File: src/inc/gdm_pkg.sv
package gdm_pkg;

	// Register byte addresses, one aligned slot each
	localparam logic [7:0] GDM_OFS_DEAD   = 8'h00;
	localparam logic [7:0] GDM_OFS_COARSE = 8'h04;
	localparam logic [7:0] GDM_OFS_FINE   = 8'h08;
	localparam logic [7:0] GDM_OFS_UNDER  = 8'h0C;
	localparam logic [7:0] GDM_OFS_OVER   = 8'h10;
	localparam logic [7:0] GDM_OFS_PE1    = 8'h14;
	localparam logic [7:0] GDM_OFS_FLAGS  = 8'h18;

	// Values after reset
	localparam logic [7:0] GDM_RST_DEAD   = 8'h00;
	localparam logic [7:0] GDM_RST_COARSE = 8'h00;
	localparam logic [7:0] GDM_RST_FINE   = 8'h00;
	localparam logic [7:0] GDM_RST_UNDER  = 8'h00;
	localparam logic [7:0] GDM_RST_OVER   = 8'h00;
	localparam logic [7:0] GDM_RST_PE1    = 8'h00;

	// Field positions
	localparam int unsigned GDM_FINE_EN_BIT   = 7;
	localparam int unsigned GDM_FINE_CODE_W   = 5;
	localparam logic [7:0]  GDM_FINE_MASK     = 8'h9F;
	localparam int unsigned GDM_FLAG_UNDER_BIT = 1;
	localparam int unsigned GDM_FLAG_OVER_BIT  = 0;

	// Dead-time timing in ns, the bypass wait in cycles, and the core clock period
	localparam int unsigned GDM_CLK_PERIOD_NS = 8;
	localparam int unsigned GDM_HIGH_BASE_NS  = 11;
	localparam int unsigned GDM_LOW_BASE_NS   = 4;
	localparam int unsigned GDM_DEAD_STEP_NS  = 4;
	localparam logic [3:0]  GDM_BYPASS_CYCLES = 4'h1;

	typedef struct packed {
		logic [7:0] addr;
		logic [7:0] wdata;
		logic       wr;
		logic       rd;
	} gdm_bus_s;

	typedef struct packed {
		logic zero_current_mode_select;
		logic high_drive_strength_select;
		logic high_delay_bypass;
		logic low_delay_bypass;
		logic neg_sense_pulldown_enable;
		logic pos_sense_pullup_enable;
		logic under_fast_off_enable;
		logic over_fast_off_enable;
	} gdm_pe1_s;

	typedef struct packed {
		logic [3:0] high_turn_on_delay_code;
		logic [3:0] low_turn_on_delay_code;
	} gdm_dead_s;

	typedef enum logic [4:0] {
		GDM_S_WAIT = 5'b0_0001,
		GDM_S_HIGH_TURN_ON_DELAY_CODE = 5'b0_0010,
		GDM_S_HON  = 5'b0_0100,
		GDM_S_LOW_TURN_ON_DELAY_CODE = 5'b0_1000,
		GDM_S_LON  = 5'b1_0000
	} gdm_state_e;

	// Dead-time code to whole clock cycles, least time rounded up
	function automatic logic [3:0] gdm_delay_cycles(
		input int unsigned base_ns,
		input logic [3:0]  code
	);
		int unsigned ns;
		ns = base_ns + GDM_DEAD_STEP_NS * int'(code);
		return 4'((ns + GDM_CLK_PERIOD_NS - 1) / GDM_CLK_PERIOD_NS);
	endfunction

endpackage

File: src/core/gdm_ctrl.sv
`timescale 1ns/10ps
module gdm_ctrl (
	input  wire logic             clock,
	input  wire logic             arst_n,
	input  wire gdm_pkg::gdm_bus_s bus_req,
	output logic [7:0]            rd_data,
	input  wire logic             pwm_high_phase,
	input  wire logic             zero_current_cmp,
	input  wire logic             under_cmp,
	input  wire logic             over_cmp,
	output logic                  high_gate_drive,
	output logic                  low_gate_drive,
	output logic                  high_drive_strength_select,
	output logic                  pos_sense_pullup_enable,
	output logic                  neg_sense_pulldown_enable,
	output logic                  setpoint_converter_enable,
	output logic [7:0]            coarse_setpoint_code,
	output logic [4:0]            fine_setpoint_code,
	output logic [7:0]            under_threshold_code,
	output logic [7:0]            over_threshold_code,
	output logic                  under_event_flag,
	output logic                  over_event_flag
);
	import gdm_pkg::*;

	// Software registers
	gdm_dead_s  dead_q, dead_d;
	logic [7:0] coarse_q, coarse_d;
	logic [7:0] fine_q, fine_d;
	logic [7:0] under_q, under_d;
	logic [7:0] over_q, over_d;
	gdm_pe1_s   pe1_q, pe1_d;
	logic       uflag_q, uflag_d;
	logic       oflag_q, oflag_d;
	logic [7:0] rd_q, rd_d;
	logic [7:0] ref_coarse_q, ref_coarse_d;
	logic [4:0] ref_fine_q, ref_fine_d;

	// Gate-drive sequencer
	gdm_state_e state_q, state_d;
	logic       high_q, high_d;
	logic       low_q, low_d;
	logic       pwm_prev_q;
	logic       cycle_start;
	logic       force_off;
	logic       tmr_load;
	logic [3:0] tmr_value;
	logic       tmr_expired;
	logic [3:0] high_wait;
	logic [3:0] low_wait;
	logic       zc_s, uv_s, ov_s;
	logic       wr_flags;

	// Comparators are asynchronous to the core clock
	gdm_sync3 #(
		.WIDTH(3)
	) u_sync (
		.clock   (clock),
		.arst_n  (arst_n),
		.async_in({zero_current_cmp, under_cmp, over_cmp}),
		.sync_out({zc_s, uv_s, ov_s})
	);

	gdm_dead_timer #(
		.WIDTH(4)
	) u_timer (
		.clock     (clock),
		.arst_n    (arst_n),
		.load      (tmr_load),
		.load_value(tmr_value),
		.expired   (tmr_expired)
	);

	// Register writes, flags and read port
	always_comb begin
		dead_d   = dead_q;
		coarse_d = coarse_q;
		fine_d   = fine_q;
		under_d  = under_q;
		over_d   = over_q;
		pe1_d    = pe1_q;
		rd_d     = 8'h00;
		wr_flags = bus_req.wr && (bus_req.addr == GDM_OFS_FLAGS);
		if (bus_req.wr) begin
			case (bus_req.addr)
				GDM_OFS_DEAD:   dead_d   = bus_req.wdata;
				GDM_OFS_COARSE: coarse_d = bus_req.wdata;
				GDM_OFS_FINE:   fine_d   = bus_req.wdata & GDM_FINE_MASK;
				GDM_OFS_UNDER:  under_d  = bus_req.wdata;
				GDM_OFS_OVER:   over_d   = bus_req.wdata;
				GDM_OFS_PE1:    pe1_d    = bus_req.wdata;
				default:        rd_d     = 8'h00;
			endcase
		end
		if (bus_req.rd) begin
			case (bus_req.addr)
				GDM_OFS_DEAD:   rd_d = dead_q;
				GDM_OFS_COARSE: rd_d = coarse_q;
				GDM_OFS_FINE:   rd_d = fine_q & GDM_FINE_MASK;
				GDM_OFS_UNDER:  rd_d = under_q;
				GDM_OFS_OVER:   rd_d = over_q;
				GDM_OFS_PE1:    rd_d = pe1_q;
				GDM_OFS_FLAGS: begin
					rd_d[GDM_FLAG_UNDER_BIT] = uflag_q;
					rd_d[GDM_FLAG_OVER_BIT]  = oflag_q;
				end
				default:        rd_d = 8'h00;
			endcase
		end
		// Write one to clear; a live condition wins over the clear
		uflag_d = (uflag_q && !(wr_flags && bus_req.wdata[GDM_FLAG_UNDER_BIT]))
			|| uv_s;
		oflag_d = (oflag_q && !(wr_flags && bus_req.wdata[GDM_FLAG_OVER_BIT]))
			|| ov_s;
		// Converter sees codes only while enabled
		if (fine_q[GDM_FINE_EN_BIT]) begin
			ref_coarse_d = coarse_q;
			ref_fine_d   = fine_q[GDM_FINE_CODE_W-1:0];
		end else begin
			ref_coarse_d = 8'h00;
			ref_fine_d   = 5'h00;
		end
	end

	always_ff @(posedge clock or negedge arst_n) begin
		if (!arst_n) begin
			dead_q       <= GDM_RST_DEAD;
			coarse_q     <= GDM_RST_COARSE;
			fine_q       <= GDM_RST_FINE;
			under_q      <= GDM_RST_UNDER;
			over_q       <= GDM_RST_OVER;
			pe1_q        <= GDM_RST_PE1;
			uflag_q      <= 1'b0;
			oflag_q      <= 1'b0;
			rd_q         <= 8'h00;
			ref_coarse_q <= 8'h00;
			ref_fine_q   <= 5'h00;
		end else begin
			dead_q       <= dead_d;
			coarse_q     <= coarse_d;
			fine_q       <= fine_d;
			under_q      <= under_d;
			over_q       <= over_d;
			pe1_q        <= pe1_d;
			uflag_q      <= uflag_d;
			oflag_q      <= oflag_d;
			rd_q         <= rd_d;
			ref_coarse_q <= ref_coarse_d;
			ref_fine_q   <= ref_fine_d;
		end
	end

	// Turn-on waits per side; bypass keeps one cycle against shoot-through
	always_comb begin
		high_wait = pe1_q.high_delay_bypass ? GDM_BYPASS_CYCLES
			: gdm_delay_cycles(GDM_HIGH_BASE_NS,
				dead_q.high_turn_on_delay_code);
		low_wait = pe1_q.low_delay_bypass ? GDM_BYPASS_CYCLES
			: gdm_delay_cycles(GDM_LOW_BASE_NS,
				dead_q.low_turn_on_delay_code);
	end

	// Drive sequencer; fast-off beats every other transition
	always_comb begin
		cycle_start = pwm_high_phase && !pwm_prev_q;
		force_off = (uv_s && pe1_q.under_fast_off_enable)
			|| (ov_s && pe1_q.over_fast_off_enable);
		state_d   = state_q;
		tmr_load  = 1'b0;
		tmr_value = high_wait;
		if (force_off) begin
			state_d = GDM_S_WAIT;
		end else begin
			case (state_q)
				GDM_S_WAIT: begin
					if (cycle_start) begin
						state_d  = GDM_S_HIGH_TURN_ON_DELAY_CODE;
						tmr_load = 1'b1;
					end
				end
				GDM_S_HIGH_TURN_ON_DELAY_CODE: begin
					if (tmr_expired) begin
						state_d = GDM_S_HON;
					end
				end
				GDM_S_HON: begin
					if (!pwm_high_phase) begin
						state_d   = GDM_S_LOW_TURN_ON_DELAY_CODE;
						tmr_load  = 1'b1;
						tmr_value = low_wait;
					end
				end
				GDM_S_LOW_TURN_ON_DELAY_CODE: begin
					if (cycle_start) begin
						state_d  = GDM_S_HIGH_TURN_ON_DELAY_CODE;
						tmr_load = 1'b1;
					end else if (tmr_expired) begin
						state_d = GDM_S_LON;
					end
				end
				GDM_S_LON: begin
					if (cycle_start) begin
						state_d  = GDM_S_HIGH_TURN_ON_DELAY_CODE;
						tmr_load = 1'b1;
					end else if (pe1_q.zero_current_mode_select
						&& zc_s) begin
						state_d = GDM_S_WAIT;
					end
				end
				default: state_d = GDM_S_WAIT;
			endcase
		end
		high_d = (state_d == GDM_S_HON);
		low_d  = (state_d == GDM_S_LON);
	end

	always_ff @(posedge clock or negedge arst_n) begin
		if (!arst_n) begin
			state_q    <= GDM_S_WAIT;
			high_q     <= 1'b0;
			low_q      <= 1'b0;
			pwm_prev_q <= 1'b0;
		end else begin
			state_q    <= state_d;
			high_q     <= high_d;
			low_q      <= low_d;
			pwm_prev_q <= pwm_high_phase;
		end
	end

	// Outputs straight from flops
	assign rd_data                    = rd_q;
	assign high_gate_drive            = high_q;
	assign low_gate_drive             = low_q;
	assign high_drive_strength_select = pe1_q.high_drive_strength_select;
	assign pos_sense_pullup_enable    = pe1_q.pos_sense_pullup_enable;
	assign neg_sense_pulldown_enable  = pe1_q.neg_sense_pulldown_enable;
	assign setpoint_converter_enable  = fine_q[GDM_FINE_EN_BIT];
	assign coarse_setpoint_code       = ref_coarse_q;
	assign fine_setpoint_code         = ref_fine_q;
	assign under_threshold_code       = under_q;
	assign over_threshold_code        = over_q;
	assign under_event_flag           = uflag_q;
	assign over_event_flag            = oflag_q;

	// Helper: cycles since the dead-time timer was loaded
	logic [3:0] gap_q;
	logic [3:0] want_q;
	always_ff @(posedge clock or negedge arst_n) begin
		if (!arst_n) begin
			gap_q  <= 4'h0;
			want_q <= 4'h0;
		end else if (tmr_load) begin
			gap_q  <= 4'h1;
			want_q <= tmr_value;
		end else if (gap_q != 4'hF) begin
			gap_q <= gap_q + 4'h1;
		end
	end
endmodule

File: src/core/gdm_dead_timer.sv
`timescale 1ns/10ps
module gdm_dead_timer #(
	parameter int unsigned WIDTH = 4
) (
	input  wire logic             clock,
	input  wire logic             arst_n,
	input  wire logic             load,
	input  wire logic [WIDTH-1:0] load_value,
	output logic                  expired
);
	import gdm_pkg::*;

	logic [WIDTH-1:0] cnt_q;
	logic [WIDTH-1:0] cnt_d;

	// Down counter; a fresh load always wins over counting
	always_comb begin
		cnt_d = cnt_q;
		if (load) begin
			cnt_d = load_value;
		end else if (cnt_q != '0) begin
			cnt_d = cnt_q - WIDTH'(1);
		end
	end

	always_ff @(posedge clock or negedge arst_n) begin
		if (!arst_n) begin
			cnt_q <= '0;
		end else begin
			cnt_q <= cnt_d;
		end
	end

	// Last counted cycle, so the waiting edge lands after value cycles
	assign expired = (cnt_q == WIDTH'(1)) && !load;
endmodule

File: src/core/gdm_sync3.sv
`timescale 1ns/10ps
module gdm_sync3 #(
	parameter int unsigned WIDTH = 3
) (
	input  wire logic             clock,
	input  wire logic             arst_n,
	input  wire logic [WIDTH-1:0] async_in,
	output logic      [WIDTH-1:0] sync_out
);
	import gdm_pkg::*;

	logic [WIDTH-1:0] meta_q;
	logic [WIDTH-1:0] stage2_q;
	logic [WIDTH-1:0] stage3_q;
	logic [WIDTH-1:0] out_q;
	logic [WIDTH-1:0] out_d;

	// Accept a change only once stages two and three agree
	always_comb begin
		for (int i = 0; i < WIDTH; i++) begin
			out_d[i] = (stage2_q[i] == stage3_q[i]) ? stage3_q[i] : out_q[i];
		end
	end

	// First stage feeds only the second, never the filter
	always_ff @(posedge clock or negedge arst_n) begin
		if (!arst_n) begin
			meta_q   <= '0;
			stage2_q <= '0;
			stage3_q <= '0;
			out_q    <= '0;
		end else begin
			meta_q   <= async_in;
			stage2_q <= meta_q;
			stage3_q <= stage2_q;
			out_q    <= out_d;
		end
	end

	assign sync_out = out_q;
endmodule

File: config.mk
export PLATFORM = sky130hd
export DESIGN_NAME = gdm_ctrl
export DESIGN_NICKNAME = d
export VERILOG_FILES = /design/src/inc/gdm_pkg.sv /design/src/core/gdm_ctrl.sv /design/src/core/gdm_dead_timer.sv /design/src/core/gdm_sync3.sv
export SDC_FILE = /design/constraint.sdc
export NUM_CORES = 1
export LEC_CHECK = 0
export BUFFER_PORTS_ARGS = -buffer_cell sky130_fd_sc_hd__buf_2
export CORE_MARGIN = 5
export CORE_UTILIZATION = 30
export CTS_BUF_LIST = sky130_fd_sc_hd__clkbuf_16
export CTS_CLUSTER_SIZE = 14
export DETAILED_ROUTE_END_ITERATION = 6
export GPL_TIMING_DRIVEN = 0
export REMOVE_ABC_BUFFERS = 1
export SYNTH_ARGS = -nofsm -noshare
export SYNTH_HDL_FRONTEND = slang
export SYNTH_HIERARCHICAL = 1
export SYNTH_SLANG_ARGS = --single-unit
File: constraint.sdc
create_clock -name clock -period 4.1 [get_ports clock]
set_input_delay 0.41 -clock clock [delete_from_list [all_inputs] [get_ports clock]]
set_output_delay 0.41 -clock clock [all_outputs]
set_load 0.05 [all_outputs]
## Word-level counts from Yosys, hierarchy flattened

Cells that the tools add are included.

| operators by class | value |
|---|---|
| mux-type cells | 25 |
| add/sub/neg operators | 7 |
| reductions and logical operators | 27 |
| equality and inequality tests | 17 |

Operator list:

| kind | number |
|---|---|
| $mux 5 | 9 |
| $pmux 6 s6 | 1 |
| $mux 4 | 7 |
| $pmux 5 s5 | 1 |
| $eq 8x5->1 const B | 3 |
| $eq 8x4->1 const B | 2 |
| $mux 8 | 2 |
| $add 7x4->7 const B | 2 |
| $pmux 2 s7 | 1 |
| $sub 7x1->7 const B | 2 |
| $reduce_and 2->1 | 6 |
| $eq 5x3->1 const B | 2 |
| $eq 5x5->1 const B | 2 |
| $logic_and 1x1->1 | 10 |
| $eq 8x3->1 const B | 1 |
| $logic_not 8->1 | 1 |
| $add 3x6->7 const A | 1 |
| $add 4x6->7 const A | 1 |
| $eq 5x1->1 const B | 1 |
| $eq 5x2->1 const B | 1 |
| $eq 5x4->1 const B | 1 |
| $eq 4x1->1 const B | 1 |
| $logic_not 1->1 | 4 |
| $reduce_bool 4->1 | 1 |
| 7 further kinds | 13 |

| storage, ports and cells | value |
|---|---|
| output and inout bits | 45 |
| bits of input ports | 24 |
| logic and storage cells | 106 |
| register bits | 93 |

## Logic depth before layout (Yosys ltp)

| logic depth | value |
|---|---|
| depth after elaboration | 12 |
| mapped depth | 10 |
| depth with buffers taken out | 8 |

## Cells and area by module

Netlist, hierarchy kept.

By module, submodules not included:

| module | area each (µm²) | times used | seq. area each (µm²) | cells an instance |
|---|---|---|---|---|
| gdm_ctrl | 3,502.1 | 1 | 1,928.1 | 262 |
| gdm_sync3 | 334.1 | 1 | 300.3 | 15 |
| gdm_dead_timer | 262.8 | 1 | 100.1 | 24 |

## Worst setup path after synthesis

No wires, ideal clock.

| timing path | value |
|---|---|
| path type | register -> register |
| start point | register state_q[4] |
| end point | register u_timer.cnt_q[1] |
| buffers on the path | 1 |
| cell stages (with the launch flop) | 7 |
| arrival | 2,300 ps |
| period minus slack after synthesis | 2,425 ps |
| setup time | 125 ps |
| path slack | 1,675 ps |
| data required time | 3,975 ps |
| path through | dfrtp_1 > buf_6 > or3_4 > or4b_4 > a221o_1 > mux2_4 > mux2_2 |

| on the way | value |
|---|---|
| elaborated cells on any way between the ends | 11 |
| classes of those cells | 4 x eq/ne; 5 x mux; 2 x reduce/logical |

RTL lines:

| item | line | text |
|---|---|---|
| from (decl) | gdm_ctrl.sv:40 | `gdm_state_e state_q, state_d;` |
| from (signal assigned) | gdm_ctrl.sv:224 | `state_q <= state_d;` |
| $eq 5x3->1 | gdm_ctrl.sv:174 | `case (state_q)` |
| $mux 4 | gdm_ctrl.sv:174 |  |
| $mux 4 | gdm_ctrl.sv:171 | `if (force_off) begin` |
| via tmr_value[1] | gdm_ctrl.sv:47 | `logic [3:0] tmr_value;` |
| $mux 4 | gdm_dead_timer.sv:19 | `if (load) begin` |
| to (signal assigned) | gdm_dead_timer.sv:30 | `cnt_q <= cnt_d;` |
| to (decl) | gdm_dead_timer.sv:13 | `logic [WIDTH-1:0] cnt_q;` |

The timed path passes the listed nets, and every way through them passes these cells.
A chain may end at the register's enable or synchronous reset.

## Final worst setup path

| timing path | value |
|---|---|
| start point | register state_q[4] |
| end point | register state_q[3] |

| on the way | value |
|---|---|
| longest elaborated chain between the ends | 10 |
| elaborated cells on any way between the ends | 15 |
| classes of those cells | 5 x eq/ne; 7 x mux; 3 x reduce/logical |

RTL lines:

| item | line | text |
|---|---|---|
| $eq 5x5->1, or another cell as far along | gdm_ctrl.sv:174 |  |
| $reduce_or 3->1 (no source line) | - |  |
| $pmux 1 s2 * | gdm_ctrl.sv:174 |  |
| $mux 1 * | gdm_ctrl.sv:171 |  |
| via tmr_load | gdm_ctrl.sv:46 | `logic tmr_load;` |
| $logic_not 1->1 * | gdm_dead_timer.sv:35 | `assign expired = (cnt_q == WIDTH'(1)) && !load;` |
| $logic_and 1x1->1 * | gdm_dead_timer.sv:35 |  |
| via tmr_expired | gdm_ctrl.sv:48 | `logic tmr_expired;` |
| $mux 5 | gdm_ctrl.sv:197 | `end else if (tmr_expired) begin` |
| $mux 5 | gdm_ctrl.sv:194 | `if (cycle_start) begin` |
| $pmux 5 s5 * | gdm_ctrl.sv:174 |  |
| $mux 5 * | gdm_ctrl.sv:171 |  |
| via state_d[3] | gdm_ctrl.sv:40 |  |

The timed path passes the listed nets; every way through them passes the cells marked *.

==> flow_metrics.tcl <==
set metrics [dict create \
    worst_clock_skew_ns 0.00738 \
    routed-via-count 2680 \
    outcome "complete, no violations" \
    grt_pass1_vias 2838 \
    top_ports 69 \
    timing_hold_violations_final 0 \
    worst-r2r-setup-slack_ns 1.05 \
    critical_path.endpoint_type "register" \
    critical_register_to_register_path_endpoint "state_q[3]" \
    placed_cell_area_um2 4630 \
    gates_resized_cts_repair 0 \
    overflow 0 \
    max_slew.worst_pin.slew_ns 0.978 \
    cap_viol_max_count 0 \
    timing.critical_path.arrival_ns 3.30 \
    wl_per_cell_um 17.1 \
    placementRows 42 \
    mapped_area_um2 4100 \
    worst_hold_startpoint "under_cmp" \
    first_iter_violations 125 \
    gr-usage-all-layers 0.123 \
    timing.slew.headroom 0.345 \
    power_report.internal_total_w 0.00154 \
    cts-buffers-inserted 9 \
    crit_type "register to register" \
    clock-sinks 93 \
    root_buffer "sky130_fd_sc_hd__clkbuf_16" \
    synth_compound_area_frac 0.0449 \
    portBuffers 68 \
    yosysMostFrequentCell "sky130_fd_sc_hd__dfrtp_1" \
    remaining_drc_errors 0 \
    post_synth_main_area_contributors "sky130_fd_sc_hd__dfrtp_1 56%, sky130_fd_sc_hd__mux2_2 13%, sky130_fd_sc_hd__mux4_2 3.8%" \
    nNetsFinal 398 \
    htree_num_levels 3 \
    detail_route.first_pass.iterations 4 \
    yosys.area.top_type "sky130_fd_sc_hd__dfrtp_1" \
    yosys_register_bits 93 \
    drive_above_1_share 0.406 \
    count_of_filler_cells_inserted_in_the_layout 1303 \
    power_per_cell_area_nw_per_um2 436 \
    die-area_um2 16100 \
    cts_max_path_buffers 2 \
    post_synth_xor_area_fraction 0.0107 \
    postCtsSetupRepairBufs 0 \
    synth_top_area_share 0.562 \
    pwr-share-clk 0.350 \
    combinationalPowerShare 0.162 \
    final_design_area_no_fill_um2 4900 \
    setup.worst_path.start_class "register" \
    setup_repair_after_global_routing_missed_its_margin "no" \
    synth_flop_cell "sky130_fd_sc_hd__dfrtp_1" \
    setup_total_negative_slack_ns 0 \
    gp_routability_congestion 0.751 \
    floorplan.core_area_um2 13300 \
    crit_path_cell_trace "or3_4 -> or4b_4 -> a21boi_0 -> nor4b_1 -> nor3_1 -> nand4b_1 -> a21oi_1" \
    crit_fanout 10 \
    die-height_um 127 \
    cp_required_ns 4.36 \
    die_width_um 127 \
    postRouteAntennaNets 0 \
    yosys.area_share.adder 0.0235 \
    synth.avg_cell_area_um2 13.6 \
    timing.hold.worst_endpoint "u_sync/meta_q[1]" \
    netlist-cell-type-count 51 \
    synth_top_family_by_area "multiplexers" \
    seq_power_share 0.488 \
    final_hpwl_dp_um 6530 \
    reg2reg_depth 7 \
    crit_buf_inv 0 \
    worst_r2r_startpoint "state_q[4]" \
    maximum_ir_drop_on_the_vdd_rail_v 0.000264 \
    area.growth.synth_to_final_pct 19.7 \
    yosys_warnings 6 \
    maximum_achievable_frequency_ghz 0.328 \
    timing.critical_path.max_delay_family "simple AND/OR/NAND/NOR gates" \
    routed_via_density 4.87 \
    cts_tree "done" \
    p_leak_nw 2.40 \
    slew_viol_final 0 \
    synth.area.mux_share 0.212 \
    grt_max_degree 68 \
    layout_worst_path_cycle_share 0.743 \
    synth-seq-area-share 0.568 \
    number_of_enable_flip_flop_cells_after_synthesis 0 \
    most_used_standard_cells_in_the_synthesized_netlist "92 x sky130_fd_sc_hd__dfrtp_1, 47 x sky130_fd_sc_hd__mux2_2, 16 x sky130_fd_sc_hd__nor2_1, 15 x sky130_fd_sc_hd__mux2i_1, 13 x sky130_fd_sc_hd__and2_1" \
    clock_insertion_delay_worst_skew_ns 0.34 \
    yosys.area_share.simple 0.124 \
    routed_wl_um 9430 \
    finalSetupViolCount 0 \
    number_of_cells_traversed_by_the_worst_hold_path 1 \
    clock_slew_at_the_register_clock_pins_of_the_worst_setup_and_hold_paths_ns 0.06 \
    grt_antenna_before_repair 0 \
    post_synth_inst_count 301 \
    worst_hold_path_type "input pin to register" \
    final.hold.worst_slack_ns 0.174 \
    floorplan.initialDensity 0.308 \
    antenna_cells_inserted 0 \
    switchingPower_w 0.000596 \
    cpMaxStageDelayCell "sky130_fd_sc_hd__a21boi_0" \
    min_tclk_post_route_ns 3.05 \
    asyncSetResetFlopFracSynth 1.00 \
    power_switching_share 0.279 \
    critPathMaxStageDelay_ns 0.73 \
    wire_length_of_the_first_global_routing_pass_um 15500 \
]
## registers in the layout, summed over array words and instances, names as in the netlist, 3 cells and up
signal                flops
coarse_q                  8
u_sync/stage2_q           3
under_threshold_code      8
state_q                   5
u_timer/cnt_q             4
coarse_setpoint_code      8
pe1_q                     5
u_sync/meta_q             3
fine_q                    6
rd_data                   8
over_threshold_code       8
dead_q                    8
u_sync/stage3_q           3
fine_setpoint_code        5
u_sync/sync_out           3
## worst reg2reg max path: cells and delay by family, from the launching register on
| kind | cells | cell delay, ns |
|---|---|---|
| AND/OR/NAND/NOR | 5 | 1.60 |
| AO/OA/AOI/OAI | 2 | 0.89 |
| flip-flops | 1 | 0.47 |
## layer usage
metal	up-vias	track usage	share of wire
met1	1372	0.163	0.46
met3	8	0.0408	0.050
met4	0	0.0303	0.011
li1	1230	-	-
met5	-	0	0
met2	70	0.194	0.48
## power groups by stage
stage,clock network [W],logic (W),registers [W]
final,0.000748,0.000346,0.00104
after global routing,0.000811,0.000384,0.00105
after CTS,0.000778,0.000350,0.00104
after detailed placement,0,0.000351,0.00106
after global placement,0,0.000332,0.00106
after floorplan,0,0.000211,0.00108
## worst max-delay path by stage
stage,start,cells after the start,end
floorplan,state_q[4],7,state_q[3]
global route,state_q[4],7,state_q[3]
detailed placement,state_q[4],7,state_q[3]
global placement,state_q[4],7,state_q[3]
finish,state_q[4],7,state_q[3]
CTS,state_q[4],7,state_q[3]
## through the flow
stage | util | cells | worst slack (ns) | total power, W
2_1_floorplan | - | 288 | 1.47 | 0.00129
3_3_place_gp | 0.346 | 532 | 1.10 | 0.00139
3_5_place_dp | 0.348 | 533 | 1.10 | 0.00141
4_1_cts | 0.369 | 550 | 1.08 | 0.00217
5_1_grt | 0.369 | 550 | 0.827 | 0.00225
6_report | 0.369 | 550 | 1.05 | 0.00214
## repair_timing
action | CTS | global route
hold endpoints to repair | 26 | 0
endpoints found under the setup margin | 0 | 0
hold buffers | 1 | 0
## cells in the final DEF, fill, tap and decap left out, types with 3 or more instances in the layout
cell / Yosys / layout
sky130_fd_sc_hd__a21oi_1: 5 / 5
sky130_fd_sc_hd__and2_1: 13 / 13
sky130_fd_sc_hd__buf_2: 3 / 67
sky130_fd_sc_hd__clkbuf_16: 0 / 9
sky130_fd_sc_hd__clkinv_2: 0 / 3
sky130_fd_sc_hd__dfrtp_1: 92 / 92
sky130_fd_sc_hd__ha_1: 5 / 5
sky130_fd_sc_hd__inv_1: 2 / 3
sky130_fd_sc_hd__maj3_2: 3 / 3
sky130_fd_sc_hd__mux2_2: 47 / 47
sky130_fd_sc_hd__mux2i_1: 15 / 15
sky130_fd_sc_hd__mux4_2: 7 / 7
sky130_fd_sc_hd__nand2_1: 4 / 4
sky130_fd_sc_hd__nand2b_1: 4 / 4
sky130_fd_sc_hd__nand3_1: 6 / 6
sky130_fd_sc_hd__nand3b_1: 4 / 4
sky130_fd_sc_hd__nand4b_1: 3 / 3
sky130_fd_sc_hd__nor2_1: 16 / 16
sky130_fd_sc_hd__nor2b_1: 7 / 7
sky130_fd_sc_hd__nor3_1: 6 / 6
sky130_fd_sc_hd__o21ai_0: 7 / 7
sky130_fd_sc_hd__or3_1: 3 / 3
sky130_fd_sc_hd__xnor2_1: 4 / 4
## cells by family after synthesis
| family | after synthesis |
|---|---|
| simple gates | 81 |
| buf+inv | 15 |
| fa+ha+maj | 8 |
| xor+xnor | 5 |
| mux | 71 |
| compound gates | 28 |
| flops | 93 |
## layout make-up
type | count | area [um2] | area share
inverter | 2 | 7.51 | 0.00153
clock inverter | 7 | 43.8 | 0.00893
clock buffer | 9 | 225 | 0.0459
multi-input combinational | 193 | 1700 | 0.346
tap | 176 | 220 | 0.0449
sequential | 93 | 2330 | 0.475
timing repair buffer | 70 | 380 | 0.0776
Note: power is estimated with default switching activity, not from simulation.
